==> src/logic/rlc_pkg.sv <==
// Constants for the radio link configuration register bank.
// Assumes an 8-bit register port and a 100 MHz system clock.
package rlc_pkg;

	// Register offsets
	localparam logic [7:0] OFS_ADDR_WIDTH = 8'h03;
	localparam logic [7:0] OFS_RETRANSMIT = 8'h04;
	localparam logic [7:0] OFS_CHANNEL = 8'h05;
	localparam logic [7:0] OFS_RADIO_SETUP = 8'h06;
	localparam logic [7:0] OFS_LINK_STATUS = 8'h07;
	localparam logic [7:0] OFS_OBSERVE = 8'h08;

	// Field positions
	localparam int ALEN_MSB = 1;
	localparam int DLY_MSB = 7;
	localparam int DLY_LSB = 4;
	localparam int LIM_MSB = 3;
	localparam int CH_MSB = 6;
	localparam int CW_BIT = 7;
	localparam int RLOW_BIT = 5;
	localparam int PLL_BIT = 4;
	localparam int RHIGH_BIT = 3;
	localparam int PWR_MSB = 2;
	localparam int PWR_LSB = 1;
	localparam int EXH_BIT = 4;
	localparam int LOST_MSB = 7;
	localparam int LOST_LSB = 4;

	// Reset values, width codes and lost counter limit
	localparam logic [1:0] ALEN_RST = 2'h3;
	localparam logic [1:0] ALEN_ILLEGAL = 2'h0;
	localparam logic [1:0] ALEN_3B = 2'h1;
	localparam logic [1:0] ALEN_4B = 2'h2;
	localparam logic [3:0] DLY_RST = 4'h0;
	localparam logic [3:0] LIM_RST = 4'h3;
	localparam logic [6:0] CH_RST = 7'h02;
	localparam logic RHIGH_RST = 1'b1;
	localparam logic [1:0] PWR_RST = 2'h3;
	localparam logic [3:0] LOST_MAX = 4'hF;

	// Air rate codes driven to the modem
	localparam logic [1:0] RATE_1M = 2'h0;
	localparam logic [1:0] RATE_250K = 2'h2;

	// Timing
	localparam int CLK_MHZ = 100;
	localparam int RETRY_STEP_US = 250;
	localparam int RETRY_STEP_CYC = RETRY_STEP_US * CLK_MHZ;
	localparam int DLY_CODES = 16;

	// Address geometry
	localparam int ADDR_MAX_W = 40;

	// Retransmit sequencer states
	typedef enum logic [3:0]
	{
		RT_IDLE = 4'h1,
		RT_AWAIT = 4'h2,
		RT_PEND = 4'h4,
		RT_HALT = 4'h8
	} rlc_retry_e;

endpackage

==> src/logic/rlc_regs.sv <==
// Radio link configuration registers with retransmit sequencing.
// Assumes a single-clock register port and a radio core on mclk.
//
// The address-and-strobe port is this design's own decision.
`timescale 1ns/100ps

module rlc_regs
#(
	parameter int STEP_CYCLES = rlc_pkg::RETRY_STEP_CYC,
	parameter int NUM_PIPES = 6
)
(
	input wire logic mclk,
	input wire logic rst_n,
	input wire logic [7:0] reg_addr,
	input wire logic [7:0] reg_wdata,
	input wire logic reg_wr,
	input wire logic reg_rd,
	output logic [7:0] reg_rdata,
	input wire logic tx_new,
	input wire logic tx_end,
	input wire logic ack_ok,
	input wire logic ack_fail,
	input wire logic [NUM_PIPES*rlc_pkg::ADDR_MAX_W-1:0] pipe_addr_in,
	output logic [NUM_PIPES*rlc_pkg::ADDR_MAX_W-1:0] pipe_addr_out,
	output logic [1:0] addr_len_code,
	output logic [6:0] radio_channel,
	output logic carrier_test_enable,
	output logic pll_lock_force,
	output logic [1:0] rate_sel,
	output logic [1:0] tx_power_code,
	output logic retx_req,
	output logic tx_halt
);

	// Step length must be positive; the timer checks its own counter
	if (STEP_CYCLES < 1)
	begin : g_chk
		$error("rlc_regs: STEP_CYCLES must be positive");
	end

	// Write strobes per register
	logic wr_alen;
	logic wr_retr;
	logic wr_ch;
	logic wr_setup;
	logic wr_stat;

	assign wr_alen = reg_wr && reg_addr == rlc_pkg::OFS_ADDR_WIDTH;
	assign wr_retr = reg_wr && reg_addr == rlc_pkg::OFS_RETRANSMIT;
	assign wr_ch = reg_wr && reg_addr == rlc_pkg::OFS_CHANNEL;
	assign wr_setup = reg_wr && reg_addr == rlc_pkg::OFS_RADIO_SETUP;
	assign wr_stat = reg_wr && reg_addr == rlc_pkg::OFS_LINK_STATUS;

	// Configuration fields
	logic [1:0] alen_ff; // Address width code
	logic [1:0] nxt_alen;
	logic [3:0] dly_ff; // Retry delay code
	logic [3:0] nxt_dly;
	logic [3:0] lim_ff; // Retry limit code
	logic [3:0] nxt_lim;
	logic [6:0] ch_ff; // Channel number
	logic [6:0] nxt_ch;
	logic cw_ff; // Continuous carrier
	logic nxt_cw;
	logic rlow_ff; // Low-rate select
	logic nxt_rlow;
	logic pll_ff; // Forced lock
	logic nxt_pll;
	logic rhigh_ff; // High-rate select
	logic nxt_rhigh;
	logic [1:0] pwr_ff; // Output power code
	logic [1:0] nxt_pwr;
	logic [1:0] rate_ff; // Decoded air rate
	logic [1:0] nxt_rate;

	// Configuration next values from register writes
	always_comb
	begin
		nxt_alen = alen_ff;
		nxt_dly = dly_ff;
		nxt_lim = lim_ff;
		nxt_ch = ch_ff;
		nxt_cw = cw_ff;
		nxt_rlow = rlow_ff;
		nxt_pll = pll_ff;
		nxt_rhigh = rhigh_ff;
		nxt_pwr = pwr_ff;
		// Width write; the illegal code is refused
		if (wr_alen && reg_wdata[rlc_pkg::ALEN_MSB:0] != rlc_pkg::ALEN_ILLEGAL)
		begin
			nxt_alen = reg_wdata[rlc_pkg::ALEN_MSB:0];
		end
		// Delay and limit fields
		if (wr_retr)
		begin
			nxt_dly = reg_wdata[rlc_pkg::DLY_MSB:rlc_pkg::DLY_LSB];
			nxt_lim = reg_wdata[rlc_pkg::LIM_MSB:0];
		end
		// Channel; bit 7 is not stored
		if (wr_ch)
		begin
			nxt_ch = reg_wdata[rlc_pkg::CH_MSB:0];
		end
		// Radio setup; bits 6 and 0 are not stored
		if (wr_setup)
		begin
			nxt_cw = reg_wdata[rlc_pkg::CW_BIT];
			nxt_rlow = reg_wdata[rlc_pkg::RLOW_BIT];
			nxt_pll = reg_wdata[rlc_pkg::PLL_BIT];
			nxt_rhigh = reg_wdata[rlc_pkg::RHIGH_BIT];
			nxt_pwr = reg_wdata[rlc_pkg::PWR_MSB:rlc_pkg::PWR_LSB];
		end
		// Low-rate bit overrides high-rate bit
		if (nxt_rlow)
		begin
			nxt_rate = rlc_pkg::RATE_250K;
		end
		else
		begin
			nxt_rate = {1'b0, nxt_rhigh};
		end
	end

	// Configuration registers
	always_ff @(posedge mclk or negedge rst_n)
	begin
		if (!rst_n)
		begin
			alen_ff <= rlc_pkg::ALEN_RST;
			dly_ff <= rlc_pkg::DLY_RST;
			lim_ff <= rlc_pkg::LIM_RST;
			ch_ff <= rlc_pkg::CH_RST;
			cw_ff <= 1'b0;
			rlow_ff <= 1'b0;
			pll_ff <= 1'b0;
			rhigh_ff <= rlc_pkg::RHIGH_RST;
			pwr_ff <= rlc_pkg::PWR_RST;
			rate_ff <= {1'b0, rlc_pkg::RHIGH_RST};
		end
		else
		begin
			alen_ff <= nxt_alen;
			dly_ff <= nxt_dly;
			lim_ff <= nxt_lim;
			ch_ff <= nxt_ch;
			cw_ff <= nxt_cw;
			rlow_ff <= nxt_rlow;
			pll_ff <= nxt_pll;
			rhigh_ff <= nxt_rhigh;
			pwr_ff <= nxt_pwr;
			rate_ff <= nxt_rate;
		end
	end

	// Drive the radio from the stored fields
	assign addr_len_code = alen_ff;
	assign radio_channel = ch_ff;
	assign carrier_test_enable = cw_ff;
	assign pll_lock_force = pll_ff;
	assign rate_sel = rate_ff;
	assign tx_power_code = pwr_ff;

	// Pipe addresses trimmed with the common width
	rlc_addr_trim
	#(
		.NUM_PIPES(NUM_PIPES)
	)
	u_trim
	(
		.mclk(mclk),
		.rst_n(rst_n),
		.addr_len_code(alen_ff),
		.addr_in(pipe_addr_in),
		.addr_out(pipe_addr_out)
	);

	// Retransmit sequencer state
	rlc_pkg::rlc_retry_e st_ff; // Sequencer state
	rlc_pkg::rlc_retry_e nxt_st;
	logic [3:0] rcnt_ff; // Retries spent on this packet
	logic [3:0] nxt_rcnt;
	logic [3:0] lost_ff; // Lost packet counter
	logic [3:0] nxt_lost;
	logic exh_ff; // Retry exhausted flag
	logic nxt_exh;
	logic retx_ff; // Retransmit request pulse
	logic nxt_retx;
	logic tmr_start; // Starts the wait timer
	logic tmr_exp; // Wait has elapsed
	logic give_up; // No retries left
	logic exh_set; // Flag set event
	logic lost_inc; // Packet lost event

	assign give_up = lim_ff == 4'h0 || rcnt_ff >= lim_ff;

	// Wait timer, started at an end of transmission seen in idle
	rlc_retry_timer
	#(
		.STEP_CYCLES(STEP_CYCLES)
	)
	u_timer
	(
		.mclk(mclk),
		.rst_n(rst_n),
		.start(tmr_start),
		.delay_code(dly_ff),
		.expired(tmr_exp)
	);

	// Sequencer next state, counters and flag
	always_comb
	begin
		nxt_st = st_ff;
		nxt_rcnt = rcnt_ff;
		nxt_retx = 1'b0;
		tmr_start = 1'b0;
		exh_set = 1'b0;
		lost_inc = 1'b0;
		// New packet restarts the retry count
		if (tx_new)
		begin
			nxt_rcnt = 4'h0;
		end
		unique case (st_ff)
			rlc_pkg::RT_IDLE:
			begin
				// Timing starts at end of transmission
				if (tx_end)
				begin
					tmr_start = 1'b1;
					nxt_st = rlc_pkg::RT_AWAIT;
				end
			end
			rlc_pkg::RT_AWAIT:
			begin
				if (ack_ok)
				begin
					nxt_st = rlc_pkg::RT_IDLE;
				end
				else if (ack_fail && give_up)
				begin
					exh_set = 1'b1;
					lost_inc = 1'b1;
					nxt_st = rlc_pkg::RT_HALT;
				end
				else if (ack_fail && tmr_exp)
				begin
					nxt_retx = 1'b1;
					nxt_rcnt = rcnt_ff + 4'h1;
					nxt_st = rlc_pkg::RT_IDLE;
				end
				else if (ack_fail)
				begin
					nxt_st = rlc_pkg::RT_PEND;
				end
			end
			rlc_pkg::RT_PEND:
			begin
				// Retry once the wait is over
				if (tmr_exp)
				begin
					nxt_retx = 1'b1;
					nxt_rcnt = rcnt_ff + 4'h1;
					nxt_st = rlc_pkg::RT_IDLE;
				end
			end
			rlc_pkg::RT_HALT:
			begin
				// Stay stopped until software clears the flag
				if (!exh_ff)
				begin
					nxt_st = rlc_pkg::RT_IDLE;
				end
			end
			default:
			begin
				nxt_st = rlc_pkg::RT_IDLE;
			end
		endcase
		// Flag: a set in the clearing cycle wins
		nxt_exh = exh_set ||
			(exh_ff && !(wr_stat && reg_wdata[rlc_pkg::EXH_BIT]));
		// Lost counter: channel write clears, increment wins, saturates
		nxt_lost = wr_ch ? 4'h0 : lost_ff;
		if (lost_inc && nxt_lost != rlc_pkg::LOST_MAX)
		begin
			nxt_lost = nxt_lost + 4'h1;
		end
	end

	// Sequencer registers
	always_ff @(posedge mclk or negedge rst_n)
	begin
		if (!rst_n)
		begin
			st_ff <= rlc_pkg::RT_IDLE;
			rcnt_ff <= 4'h0;
			lost_ff <= 4'h0;
			exh_ff <= 1'b0;
			retx_ff <= 1'b0;
		end
		else
		begin
			st_ff <= nxt_st;
			rcnt_ff <= nxt_rcnt;
			lost_ff <= nxt_lost;
			exh_ff <= nxt_exh;
			retx_ff <= nxt_retx;
		end
	end

	assign retx_req = retx_ff;
	assign tx_halt = exh_ff;

	// Read data register
	logic [7:0] rdata_ff; // Read data, valid one cycle after strobe
	logic [7:0] nxt_rdata;

	// Read decode; reserved bits and unmapped offsets read zero
	always_comb
	begin
		nxt_rdata = 8'h00;
		if (reg_rd)
		begin
			unique case (reg_addr)
				rlc_pkg::OFS_ADDR_WIDTH:
					nxt_rdata = {6'h00, alen_ff};
				rlc_pkg::OFS_RETRANSMIT:
					nxt_rdata = {dly_ff, lim_ff};
				rlc_pkg::OFS_CHANNEL:
					nxt_rdata = {1'b0, ch_ff};
				rlc_pkg::OFS_RADIO_SETUP:
					nxt_rdata = {cw_ff, 1'b0, rlow_ff, pll_ff, rhigh_ff,
						pwr_ff, 1'b0};
				rlc_pkg::OFS_LINK_STATUS:
					nxt_rdata = {3'h0, exh_ff, 4'h0};
				rlc_pkg::OFS_OBSERVE:
					nxt_rdata = {lost_ff, rcnt_ff};
				default:
					nxt_rdata = 8'h00;
			endcase
		end
	end

	// Read data register
	always_ff @(posedge mclk or negedge rst_n)
	begin
		if (!rst_n)
			rdata_ff <= 8'h00;
		else
			rdata_ff <= nxt_rdata;
	end

	assign reg_rdata = rdata_ff;

endmodule // rlc_regs

==> src/logic/rlc_retry_timer.sv <==
// Retransmit wait timer: counts (code + 1) delay steps after a start.
// Assumes start is a one-cycle pulse on the same clock.
`timescale 1ns/100ps
module rlc_retry_timer
#(
	parameter int STEP_CYCLES = rlc_pkg::RETRY_STEP_CYC,
	parameter int CNT_W = 20
)
(
	input wire logic mclk,
	input wire logic rst_n,
	input wire logic start,
	input wire logic [3:0] delay_code,
	output logic expired
);

	// Longest wait must fit the counter
	if (STEP_CYCLES < 1 ||
		STEP_CYCLES * rlc_pkg::DLY_CODES > (2 ** CNT_W))
	begin : g_chk
		$error("rlc_retry_timer: counter too narrow for step");
	end

	logic [CNT_W-1:0] cnt_ff; // Cycles left
	logic [CNT_W-1:0] nxt_cnt;
	logic run_ff; // Timer active
	logic nxt_run;
	logic exp_ff; // Wait elapsed, held until next start
	logic nxt_exp;

	assign expired = exp_ff;

	// Load on start, count down, flag at zero
	always_comb
	begin
		nxt_cnt = cnt_ff;
		nxt_run = run_ff;
		nxt_exp = exp_ff;
		if (start)
		begin
			nxt_cnt = CNT_W'((int'(delay_code) + 1) * STEP_CYCLES - 1);
			nxt_run = 1'b1;
			nxt_exp = 1'b0;
		end
		else if (run_ff && cnt_ff == '0)
		begin
			nxt_run = 1'b0;
			nxt_exp = 1'b1;
		end
		else if (run_ff)
		begin
			nxt_cnt = cnt_ff - CNT_W'(1);
		end
	end

	// State registers
	always_ff @(posedge mclk or negedge rst_n)
	begin
		if (!rst_n)
		begin
			cnt_ff <= '0;
			run_ff <= 1'b0;
			exp_ff <= 1'b0;
		end
		else
		begin
			cnt_ff <= nxt_cnt;
			run_ff <= nxt_run;
			exp_ff <= nxt_exp;
		end
	end

endmodule // rlc_retry_timer

==> src/logic/rlc_addr_trim.sv <==
// Trims every pipe address to the configured width, low bytes kept.
// Assumes addresses are held elsewhere, least significant byte in [7:0].
`timescale 1ns/100ps
module rlc_addr_trim
#(
	parameter int NUM_PIPES = 6
)
(
	input wire logic mclk,
	input wire logic rst_n,
	input wire logic [1:0] addr_len_code,
	input wire logic [NUM_PIPES*rlc_pkg::ADDR_MAX_W-1:0] addr_in,
	output logic [NUM_PIPES*rlc_pkg::ADDR_MAX_W-1:0] addr_out
);

	localparam int AW = rlc_pkg::ADDR_MAX_W;

	if (NUM_PIPES < 1)
	begin : g_chk
		$error("rlc_addr_trim: need at least one pipe");
	end

	// Byte mask for a width code; the illegal code keeps all bytes
	function automatic logic [AW-1:0] keep_mask(input logic [1:0] code);
		unique case (code)
			rlc_pkg::ALEN_3B: keep_mask = {16'h0000, 24'hFFFFFF};
			rlc_pkg::ALEN_4B: keep_mask = {8'h00, 32'hFFFFFFFF};
			default: keep_mask = {AW{1'b1}};
		endcase
	endfunction

	logic [AW-1:0] mask; // One mask shared by all pipes
	assign mask = keep_mask(addr_len_code);

	// One registered trim stage per pipe
	for (genvar p = 0; p < NUM_PIPES; p++)
	begin : g_pipe
		logic [AW-1:0] trim_ff;
		logic [AW-1:0] nxt_trim;
		// Upper bytes dropped when width is short
		always_comb
		begin
			nxt_trim = addr_in[p*AW +: AW] & mask;
		end
		// Trimmed address register
		always_ff @(posedge mclk or negedge rst_n)
		begin
			if (!rst_n)
				trim_ff <= '0;
			else
				trim_ff <= nxt_trim;
		end
		assign addr_out[p*AW +: AW] = trim_ff;
	end

endmodule // rlc_addr_trim

==> config.mk <==
export PLATFORM = sky130hd
export DESIGN_NAME = rlc_regs
export DESIGN_NICKNAME = d
export VERILOG_FILES = /design/src/logic/rlc_pkg.sv /design/src/logic/rlc_regs.sv /design/src/logic/rlc_retry_timer.sv /design/src/logic/rlc_addr_trim.sv
export SDC_FILE = /design/constraint.sdc
export NUM_CORES = 1
export LEC_CHECK = 0
export ABC_AREA = 1
export BUFFER_PORTS_ARGS = -buffer_cell sky130_fd_sc_hd__buf_2
export CAP_MARGIN = 0
export CORE_AREA = 5 5 202 204
export CTS_BUF_LIST = sky130_fd_sc_hd__clkbuf_8
export DETAILED_ROUTE_END_ITERATION = 16
export DIE_AREA = 0 0 207 209
export SYNTH_ARGS = -nofsm -noshare
export SYNTH_HDL_FRONTEND = slang
export SYNTH_HIERARCHICAL = 1
export SYNTH_SLANG_ARGS = --single-unit
==> constraint.sdc <==
create_clock -name mclk -period 9.1 [get_ports mclk]
set_clock_uncertainty 0.15 [all_clocks]
set_input_delay 1.365 -clock mclk [delete_from_list [all_inputs] [get_ports mclk]]
set_output_delay 1.365 -clock mclk [all_outputs]
set_load 0.01 [all_outputs]
==> impl_metrics.py, run 1 <==
metrics = {
    "power": {
        "ir_drop_v": 0.000114,
        "pwr-share-comb_pct": 18.3,
        "switching_share_pct": 30.5,
        "internal-power_mw": 2.42,
        "clkPwrFrac_pct": 36.3,
        "pwr_density_cell_nw_per_um2": 213,
        "p_leak_nw": 9.09,
        "sequentialPowerShare_pct": 45.4,
        "p_switching_mw": 1.06,
    },
    "finish": {
        "area_growth_pct": 35.2,
        "final_util_pct": 41.9,
        "layout_common_cells": "buf_2 (527), dfrtp_1 (298), nand2_1 (261), inv_1 (203), nor2_1 (128)",
        "final_common_cell": "buf_2",
        "drive_gt1_share_pct": 37.6,
        "nets": 2075,
    },
    "sta": {
        "setup_viol": 0,
        "rsz0062_at_grt": "no",
        "setup_ws_ns": 4.93,
        "post-route-min-period_ns": 4.17,
        "fin_crit_sh_pct": 45.8,
        "clock.fmax_mhz": 240,
        "hold_viol_final": 0,
        "worst_slew_pin_slew_ns": 0.964,
        "max-slew-margin-rel_pct": 35.7,
        "finalMaxSlewViolations": 0,
        "timing.setup.tns_ns": 0,
    },
    "detailed_routing": {
        "routed_via_density": 4.29,
        "wl_per_cell_um": 17.2,
        "drc": 0,
        "routed_wl_um": 40200,
        "postRouteAntennaNets": 0,
        "firstDrtPassIters": 5,
        "vias": 10000,
        "drt_iter0_markers": 600,
    },
    "worst_hold_path": {
        "hp-start": "addr_len_code[1]$_DFFE_PN1P_",
        "holdPathStages": 2,
        "min_to": "addr_len_code[1]$_DFFE_PN1P_",
        "hp-class": "reg -> reg",
    },
    "clock_tree": {
        "cts_inserted_buffers": 51,
        "cts_tree": "built",
        "insertion_delay_ns": 0.62,
        "root_buffer": "clkbuf_8",
        "htree_levels": 2,
        "cts_setup_buffers": 0,
        "cts.sinks": 308,
        "clockBufferDepth": 3,
        "cts_resized": 0,
        "holdBufCountCts": 0,
        "path_clk_slew_ns": 0.06,
    },
    "critical_path": {
        "path_max_fanout": 8,
        "reg2reg_slack_ns": 4.93,
        "arrival_ns": 4.51,
        "required_ns": 9.44,
        "crit_type": "reg -> reg",
        "rr_startpoint": "dly_ff[0]$_DFFE_PN0P_",
        "worst_r2r_endpoint": "u_timer/cnt_ff[19]$_DFFE_PN0P_",
        "cp-start-kind": "flip-flop",
        "endpoint_kind": "flip-flop",
        "worstRegToRegCells": 21,
    },
    "yosys": {
        "synth_area_um2": 12100,
        "syn_inst": 1213,
        "yosys.cell_types.count": 45,
        "avgSynthCellArea_um2": 9.98,
        "synth_fp_nets": 1515,
        "ys_seq_area_share_pct": 63.7,
        "synth_warnings": 6,
        "ys_ff_latch": 308,
    },
    "place": {
        "routabilityCongestion": 0.922,
        "pre_cts_slack_ns": 5.00,
        "port_buffers": 528,
        "place_hpwl_um": 31600,
    },
    "floorplanning": {
        "dieWidth_um": 207,
        "die_y_um": 209,
        "io_pins": 529,
        "rows": 73,
        "dieArea_um2": 43300,
        "fp.coreArea_um2": 39100,
        "start_util_pct": 31.0,
    },
    "flow_run": {
        "max-cap-violations": 0,
    },
    "global_route": {
        "antenna_found_initial": 7,
        "grt_pass1_vias": 10200,
        "grt_pass1_wl_um": 60300,
        "overflow": 0,
        "track_usage_pct": 17.8,
        "grt_max_degree": 157,
    },
    "run_status": {
        "status": "finished, final reports clean",
    },
}
## Yosys cell counts, drive strengths merged
cell type	number	area share [%]
a21oi	14	0.64
a22oi	1	0.062
a31oi	3	0.15
a41oi	1	0.072
buf	20	1.2
clkbuf	4	0.12
conb	1	0.031
dfrtp	298	62
dfstp	10	2.2
fa	1	0.17
ha	37	3.8
inv	212	6.6
nand2	276	8.9
nand3	75	3.3
nand3b	4	0.25
nand4	16	0.83
nor2	140	4.7
nor3	9	0.51
nor3b	1	0.10
nor4	2	0.10
o211ai	7	0.43
o21ai	52	2.3
o21bai	1	0.062
o221ai	2	0.14
o22ai	1	0.052
o2bb2ai	1	0.072
o311ai	1	0.072
o31ai	1	0.062
or2	1	0.052
xnor2	5	0.36
xor2	16	1.2
## metal layers
metal  share of wire, %  vias up  track usage [%]
li1                   -     4867                -
met1                 41     4724             22.3
met2                 48      384             28.7
met3                8.3       70             6.25
met4                2.8        4             6.36
met5              0.062        -                0
## flip-flops by register name, summed over array words and instances (netlist names)
register,count
carrier_test_enable,1
st_ff,4
lim_ff,4
u_timer/cnt_ff,20
lost_ff,4
dly_ff,4
pll_lock_force,1
reg_rdata,8
addr_len_code,2
retx_req,1
u_trim/g_pipe.trim_ff,240
rcnt_ff,4
tx_halt,1
radio_channel,7
u_timer/expired,1
u_timer/run_ff,1
rhigh_ff,1
tx_power_code,2
rate_sel,2
## kinds of logic (layout without fill, tap and decap cells)
kind of cell | after synthesis | count (layout) | share of synthesized area [%]
AO/OA/AOI/OAI | 85 | 85 | 4.10
XOR/XNOR | 21 | 21 | 1.52
adder cells (fa/ha/maj) | 38 | 38 | 3.99
buffers and inverters | 236 | 835 | 7.89
flip-flops | 308 | 308 | 63.7
other | 1 | 5 | 0.0310
AND/OR/NAND/NOR | 524 | 524 | 18.7
## power groups by stage
stage | Combinational (mW) | Clock, mW | Sequential [mW]
after floorplan | 0.347 | 0 | 1.62
after global placement | 0.630 | 0 | 1.60
after detailed placement | 0.639 | 0 | 1.60
after CTS | 0.643 | 1.31 | 1.58
after global routing | 0.721 | 1.37 | 1.60
final | 0.638 | 1.26 | 1.58
## layout make-up
cell class / count / area [µm²]
Fill cell: 3901 / 22700
Multi-Input combinational cell: 669 / 3440
Clock inverter: 32 / 236
Clock buffer: 60 / 826
Antenna cell: 4 / 10.0
Tap cell: 525 / 657
Inverter: 212 / 796
Sequential cell: 308 / 7720
Timing Repair Buffer: 531 / 2690
## stage by stage
step	hold WS (ns)	total power, mW	area [µm²]	std cells
2_1_floorplan	0.312	1.97	12100	1213
3_3_place_gp	0.319	2.23	15300	2245
3_5_place_dp	0.330	2.24	15300	2245
4_1_cts	0.338	3.54	16400	2337
5_1_grt	0.361	3.69	16400	2338
6_report	0.335	3.49	16400	2341
## worst max-delay path, stage by stage (launching register included)
cell,delay (ns)
dfrtp_1,0.56
inv_2,0.16
nor3_1,0.26
xor2_1,0.43
ha_1,0.31
ha_1,0.32
ha_1,0.31
ha_1,0.37
nand2_1,0.14
inv_1,0.06
nand2_1,0.06
nand2_1,0.04
nand2_1,0.07
nand3_1,0.07
nand2_1,0.08
nand2_2,0.06
nor2_1,0.24
nand4_1,0.13
nand2_1,0.08
nand2_1,0.05
nand2_1,0.06
nand2_1,0.05
## worst max path at each step
stage	from	end	slack [ns]
floorplan	dly_ff[0]$_DFFE_PN0P_	u_timer/cnt_ff[19]$_DFFE_PN0P_	5.41
global placement	dly_ff[0]$_DFFE_PN0P_	u_timer/cnt_ff[19]$_DFFE_PN0P_	5.05
detailed placement	dly_ff[0]$_DFFE_PN0P_	u_timer/cnt_ff[19]$_DFFE_PN0P_	5.00
CTS	dly_ff[0]$_DFFE_PN0P_	u_timer/cnt_ff[19]$_DFFE_PN0P_	4.95
global route	dly_ff[0]$_DFFE_PN0P_	u_timer/cnt_ff[19]$_DFFE_PN0P_	4.56
finish	dly_ff[0]$_DFFE_PN0P_	u_timer/cnt_ff[19]$_DFFE_PN0P_	4.93
Power figures use the tool's default switching activity.
==> inputs of run 2 (changes only) <==
==> constraint.sdc (replaced) <==
create_clock -name mclk -period 4.21 [get_ports mclk]
set_clock_uncertainty 0.15 [all_clocks]
set_input_delay 0.6315 -clock mclk [delete_from_list [all_inputs] [get_ports mclk]]
set_output_delay 0.6315 -clock mclk [all_outputs]
set_load 0.01 [all_outputs]
==> run 2 against run 1 <==
  * Cell count grew 8.7%
  * Setup slack lost 4.6 ns
  * Combinational power grew 140%
  * Largest power group unchanged
  * Flip-flop and latch count is the same
  * Hold slack lost 0.27 ns
  * Global-route usage grew 1.8 points
  * Sequential power grew 120%
  * Power grew 120%
  * Critical path depth is the same
  * Fmax grew 8.5%
  * Largest cell class unchanged
  * First-iteration DRC count grew 22%
==> impl_metrics.py, run 2 (synthesis results as in run 1) <==
metrics = {
    "run_status": {
        "status": "finished, final reports clean",
    },
    "global_route": {
        "antenna_found_initial": 12,
        "grt_pass1_vias": 11500,
        "overflow": 0,
        "track_usage_pct": 19.5,
        "grt_pass1_wl_um": 66900,
        "grt_max_degree": 114,
    },
    "critical_path": {
        "cp-endpoint": "u_timer/cnt_ff[17]$_DFFE_PN0P_",
        "reg2reg_slack_ns": 0.37,
        "required_ns": 4.55,
        "worst_r2r_endpoint": "u_timer/cnt_ff[17]$_DFFE_PN0P_",
        "worstRegToRegCells": 21,
        "endpoint_kind": "flip-flop",
        "rr_startpoint": "dly_ff[2]$_DFFE_PN0P_",
        "crit_path_start": "dly_ff[2]$_DFFE_PN0P_",
        "arrival_ns": 4.18,
        "path_max_fanout": 6,
        "crit_type": "reg -> reg",
        "cp-start-kind": "flip-flop",
    },
    "clock_tree": {
        "path_clk_slew_ns": 0.06,
        "cts_inserted_buffers": 53,
        "insertion_delay_ns": 0.63,
        "root_buffer": "clkbuf_8",
        "htree_levels": 2,
        "cts_tree": "built",
        "cts.sinks": 308,
        "clockBufferDepth": 3,
    },
    "detailed_routing": {
        "drt_iter0_markers": 730,
        "postRouteAntennaNets": 0,
        "wl_per_cell_um": 17.2,
        "drc": 0,
        "firstDrtPassIters": 5,
        "vias": 11000,
        "routed_wl_um": 43700,
        "routed_via_density": 4.32,
    },
    "floorplanning": {
        "io_pins": 529,
        "fp.coreArea_um2": 39100,
        "rows": 73,
        "start_util_pct": 31.0,
        "dieArea_um2": 43300,
        "dieWidth_um": 207,
        "die_y_um": 209,
    },
    "finish": {
        "regMostFlops": "u_trim/g_pipe.trim_ff",
        "drive_gt1_share_pct": 34.7,
        "fillers": 3619,
        "area_growth_pct": 52.1,
        "nets": 2275,
        "largest_reg_flops": 240,
        "final_cells": 2545,
        "final_common_cell": "buf_2",
        "layout_common_cells": "buf_2 (527), dfrtp_1 (296), nand2_1 (261), inv_1 (205), dlygate4sd3_1 (189)",
    },
    "sta": {
        "setup_viol": 0,
        "clock.fmax_mhz": 260,
        "rsz0062_at_grt": "no",
        "hold_viol_final": 0,
        "worst_slew_pin_slew_ns": 0.958,
        "post-route-min-period_ns": 3.84,
        "timing.setup.tns_ns": 0,
        "finalMaxSlewViolations": 0,
        "fin_crit_sh_pct": 91.3,
        "max-slew-margin-rel_pct": 36.1,
    },
    "place": {
        "port_buffers": 528,
        "routabilityCongestion": 0.890,
        "placed_cells": 2252,
        "place_hpwl_um": 31200,
    },
    "worst_hold_path": {
        "hp-class": "in -> reg",
    },
    "power": {
        "p_leak_nw": 9.94,
        "ir_drop_v": 0.000230,
        "pwr_density_cell_nw_per_um2": 423,
    },
    "flow_run": {
        "max-cap-violations": 0,
    },
}
-- run 2: changes by cell type in the layout (fill, tap and decap cells not counted), moves of 4 or more --
| cell | change |
|---|---|
| clkinv_2 | -7 |
| dlygate4sd3_1 | +189 |
| buf_4 | +9 |
| clkbuf_8 | +8 |
| clkinvlp_4 | +4 |
-- run 2: how the worst min path moves through the flow --
| stage | startpoint | cells after the start | end | slack (ns) |
|---|---|---|---|---|
| 2_1_floorplan | rst_n | 0 | carrier_test_enable$_DFFE_PN0P_ | 0.19 |
| 3_3_place_gp | radio_channel[1]$_DFFE_PN1P_ | 2 | radio_channel[1]$_DFFE_PN1P_ | 0.32 |
| 3_5_place_dp | lim_ff[1]$_DFFE_PN1P_ | 2 | lim_ff[1]$_DFFE_PN1P_ | 0.33 |
| 4_1_cts | pipe_addr_in[155] | 3 | u_trim/g_pipe[3].trim_ff[35]$_DFF_PN0_ | 0.0001 |
| 5_1_grt | pipe_addr_in[147] | 3 | u_trim/g_pipe[3].trim_ff[27]$_DFF_PN0_ | 0.005 |
| 6_report | pipe_addr_in[155] | 3 | u_trim/g_pipe[3].trim_ff[35]$_DFF_PN0_ | 0.06 |
-- run 2: per-layer routing --
metal	part of all wire [%]	track usage, %	wire length [µm]	vias to the layer above
met5	0.12	0	53	-
met4	4.3	8.82	1870	8
met3	7.6	6.67	3320	110
met2	47	31.1	20500	436
met1	41	24.2	18000	5158
li1	-	-	-	5273
-- run 2: power breakdown --
group,internal [mW],leakage (nW),switching (mW)
combinational,0.621,5.64,0.920
sequential,3.24,3.66,0.181
clock,1.57,0.629,1.25
-- run 2: critical path, stage by stage, from the launching register on --
cell     delay, ns
dfrtp_2       0.45
inv_1         0.10
nor3_2        0.25
xor2_1        0.29
ha_1          0.31
xor2_1        0.17
ha_1          0.30
ha_1          0.37
nand2_1       0.15
nor2_1        0.06
nor2_1        0.12
nand2_1       0.11
nand2_1       0.10
nand2_1       0.13
nor2_1        0.19
nand3_1       0.10
nor2_2        0.11
nand2_1       0.06
nand2_1       0.06
nand3_1       0.06
nand2_1       0.06
inv_1         0.03
-- run 2: per-stage QoR --
| stage | cell area [µm²] | setup WS [ns] | hold WS (ns) | power, mW | util, % |
|---|---|---|---|---|---|
| floorplan | 12100 | 0.521 | 0.186 | 4.26 | - |
| global placement | 15300 | 0.336 | 0.320 | 4.83 | 39.3 |
| detailed placement | 15300 | 0.207 | 0.328 | 4.85 | 39.3 |
| CTS | 18400 | 0.164 | 0.000125 | 7.87 | 47.0 |
| global route | 18400 | 0.00809 | 0.00502 | 8.25 | 47.1 |
| finish | 18400 | 0.366 | 0.0625 | 7.79 | 47.1 |
-- run 2: area by class of cell --
class / count / area, µm² / share of cell area [%]
flip-flops and latches: 308 / 7720 / 41.9
repair buffers: 729 / 4650 / 25.2
multi-input cells: 669 / 3450 / 18.7
clock buffers: 68 / 936 / 5.08
inverters: 212 / 796 / 4.32
well taps: 525 / 657 / 3.57
clock inverters: 28 / 191 / 1.04
diodes: 6 / 15.0 / 0.0815
-- run 2: timing repair --
action	CTS	global route
gates resized for setup	0	5
setup endpoints to repair	0	9
buffers inserted	0	2
hold endpoints to repair	284	0
hold buffers	189	0
==> inputs of run 3 (changes only) <==
--- a/config.mk
+++ b/config.mk
@@ -6,7 +6,7 @@
 export NUM_CORES = 1
 export LEC_CHECK = 0
 export ABC_AREA = 1
-export BUFFER_PORTS_ARGS = -buffer_cell sky130_fd_sc_hd__buf_2
+export BUFFER_PORTS_ARGS = -buffer_cell sky130_fd_sc_hd__buf_4
 export CAP_MARGIN = 0
 export CORE_AREA = 5 5 202 204
 export CTS_BUF_LIST = sky130_fd_sc_hd__clkbuf_8
==> run 3 against run 2 <==
  * Die area did not move
  * Hold slack lost 0.0029 ns
  * Core utilization rose by 3.4 points
  * Flip-flop and latch count stayed put
  * Critical path type unchanged
  * Power rose by 4.7%
  * Setup slack got worse by 0.058 ns
  * Non-clock buffer count fell by 3
  * Clock power rose by 7.1%
  * Routed wire length is 4.5% higher
  * Critical endpoint unchanged
  * Largest power group unchanged
  * Combinational power up 10%
==> impl_metrics.py, run 3 (synthesis results as in run 1) <==
metrics = {
    "run_status": {
        "status": "finished, final reports clean",
    },
    "sta": {
        "post-route-min-period_ns": 3.90,
        "rsz0062_at_grt": "no",
        "max-slew-margin-rel_pct": 36.2,
        "worst_slew_pin_slew_ns": 0.957,
        "timing.setup.tns_ns": 0,
        "clock.fmax_mhz": 256,
        "hold_viol_final": 0,
        "fin_crit_sh_pct": 92.7,
        "finalMaxSlewViolations": 0,
        "setup_viol": 0,
    },
    "power": {
        "internal-power_mw": 5.73,
        "finalPower_mw": 8.15,
        "p_switching_mw": 2.42,
        "p_leak_nw": 10.4,
        "ir_drop_v": 0.000238,
        "clkPwrFrac_pct": 37.0,
        "switching_share_pct": 29.7,
        "pwr-share-comb_pct": 20.8,
        "pwr_density_cell_nw_per_um2": 413,
        "sequentialPowerShare_pct": 42.1,
    },
    "detailed_routing": {
        "routed_wl_um": 45600,
        "wl_per_cell_um": 18.0,
        "vias": 11000,
        "drc": 0,
        "drt_iter0_markers": 688,
        "postRouteAntennaNets": 0,
        "firstDrtPassIters": 5,
        "routed_via_density": 4.35,
    },
    "global_route": {
        "use_met2_pct": 34.2,
        "grt_busiest_layer": "met2",
        "grt_pass1_wl_um": 70000,
        "antenna_found_initial": 4,
        "track_usage_pct": 20.5,
        "met1_usage_pct": 24.2,
        "grt_pass1_vias": 11800,
        "grt_max_degree": 100,
        "gr-usage-met3_pct": 7.64,
        "overflow": 0,
    },
    "place": {
        "placed_cells": 2255,
        "place_hpwl_um": 33400,
        "port_buffers": 528,
        "routabilityCongestion": 0.882,
    },
    "flow_run": {
        "max-cap-violations": 0,
    },
    "finish": {
        "nets": 2271,
        "layout_common_cells": "buf_4 (539), dfrtp_1 (296), nand2_1 (261), inv_1 (201), dlygate4sd3_1 (185)",
        "final_common_cell": "buf_4",
        "largest_reg_flops": 240,
        "final_util_pct": 50.5,
        "area_growth_pct": 63.1,
        "drive_gt1_share_pct": 35.0,
        "final_cells": 2538,
        "regMostFlops": "u_trim/g_pipe.trim_ff",
    },
    "clock_tree": {
        "htree_levels": 2,
        "cts_setup_buffers": 0,
        "insertion_delay_ns": 0.62,
        "root_buffer": "clkbuf_8",
        "cts_inserted_buffers": 52,
        "cts.sinks": 308,
        "cts_tree": "built",
        "path_clk_slew_ns": 0.06,
        "clockBufferDepth": 3,
    },
    "critical_path": {
        "reg2reg_slack_ns": 0.31,
        "arrival_ns": 4.25,
        "required_ns": 4.56,
        "cp-start-kind": "flip-flop",
        "path_max_fanout": 8,
        "worst_r2r_endpoint": "u_timer/cnt_ff[17]$_DFFE_PN0P_",
        "worstRegToRegCells": 21,
        "rr_startpoint": "dly_ff[0]$_DFFE_PN0P_",
        "crit_type": "reg -> reg",
        "endpoint_kind": "flip-flop",
    },
    "worst_hold_path": {
        "hp-start": "pipe_addr_in[73]",
        "hp-class": "in -> reg",
        "holdPathStages": 3,
        "min_to": "u_trim/g_pipe[1].trim_ff[33]$_DFF_PN0_",
    },
    "floorplanning": {
        "rows": 73,
        "fp.coreArea_um2": 39100,
        "start_util_pct": 31.0,
        "io_pins": 529,
        "dieWidth_um": 207,
        "die_y_um": 209,
        "dieArea_um2": 43300,
    },
}
## run 3: cell types whose count changed in the layout (fill, tap and decap cells not counted), sizes merged
cell         before  now
diode             6    2
clkinv            6    9
clkbuf           68   66
buf             540  541
dlygate4sd3     189  185
bufinv            2    5
clkinvlp          4    3
inv             228  225
## run 3: worst max-delay path, stage by stage (launching register included)
cell and delay (ns):
dfrtp_2 0.48, ha_1 0.27, xnor2_2 0.18, inv_1 0.11, ha_1 0.31, ha_1 0.29
ha_1 0.30, ha_1 0.37, nand2_1 0.13, nor2_1 0.05, nor2_1 0.12, nand2_1 0.10
nand2_1 0.11, nand2_1 0.13, nor2_1 0.18, nand3_1 0.10, nor2_2 0.12, nand2_1 0.06
nand2_1 0.07, nand3_1 0.07, nand2_1 0.06, inv_1 0.04
## run 3: final cells by class
cell class	instances	area [µm²]
Antenna cell	2	5.00
Timing Repair Buffer	726	5930
Clock inverter	30	279
Multi-Input combinational cell	669	3450
Sequential cell	308	7720
Tap cell	525	657
Fill cell	3484	19300
Inverter	212	796
Clock buffer	66	908
## run 3: layer usage
| layer | routed length (µm) | share of wire, % | vias to the layer above |
|---|---|---|---|
| met5 | 26 | 0.057 | - |
| met4 | 1680 | 3.7 | 4 |
| met3 | 3700 | 8.1 | 101 |
| met2 | 22200 | 49 | 424 |
| met1 | 18100 | 40 | 5247 |
| li1 | - | - | 5254 |
## run 3: worst max-delay path by stage
| stage | cells past startpoint | end | slack [ns] | from |
|---|---|---|---|---|
| 5_1_grt | 21 | u_timer/cnt_ff[17]$_DFFE_PN0P_ | 0.003 | dly_ff[0]$_DFFE_PN0P_ |
| 3_5_place_dp | 21 | u_timer/cnt_ff[17]$_DFFE_PN0P_ | 0.24 | dly_ff[0]$_DFFE_PN0P_ |
| 2_1_floorplan | 21 | u_timer/cnt_ff[19]$_DFFE_PN0P_ | 0.52 | dly_ff[0]$_DFFE_PN0P_ |
| 4_1_cts | 21 | u_timer/cnt_ff[17]$_DFFE_PN0P_ | 0.22 | dly_ff[0]$_DFFE_PN0P_ |
| 6_report | 21 | u_timer/cnt_ff[17]$_DFFE_PN0P_ | 0.31 | dly_ff[0]$_DFFE_PN0P_ |
| 3_3_place_gp | 19 | u_timer/cnt_ff[16]$_DFFE_PN0P_ | 0.33 | dly_ff[0]$_DFFE_PN0P_ |
## run 3: timing repair
| action | in CTS | in global routing |
|---|---|---|
| hold endpoints to repair | 273 | 0 |
| endpoints found under the setup margin | 0 | 7 |
| hold buffers | 185 | 0 |
| resized for setup | 0 | 5 |
## run 3: stage by stage
step	setup WS, ns	cell area [µm²]	hold WS [ns]
detailed placement	0.240	16700	0.327
global placement	0.332	16700	0.320
floorplan	0.521	12100	0.186
CTS	0.216	19700	0.000629
finish	0.307	19800	0.0596
global route	0.00281	19800	0.0104
## run 3: power groups by stage
stage          sequential, mW  combinational, mW  clock [mW]
2_1_floorplan            3.51              0.750           0
3_3_place_gp             3.47               1.52           0
3_5_place_dp             3.48               1.54           0
4_1_cts                  3.43               1.70        3.10
5_1_grt                  3.47               1.89        3.26
6_report                 3.43               1.70        3.02
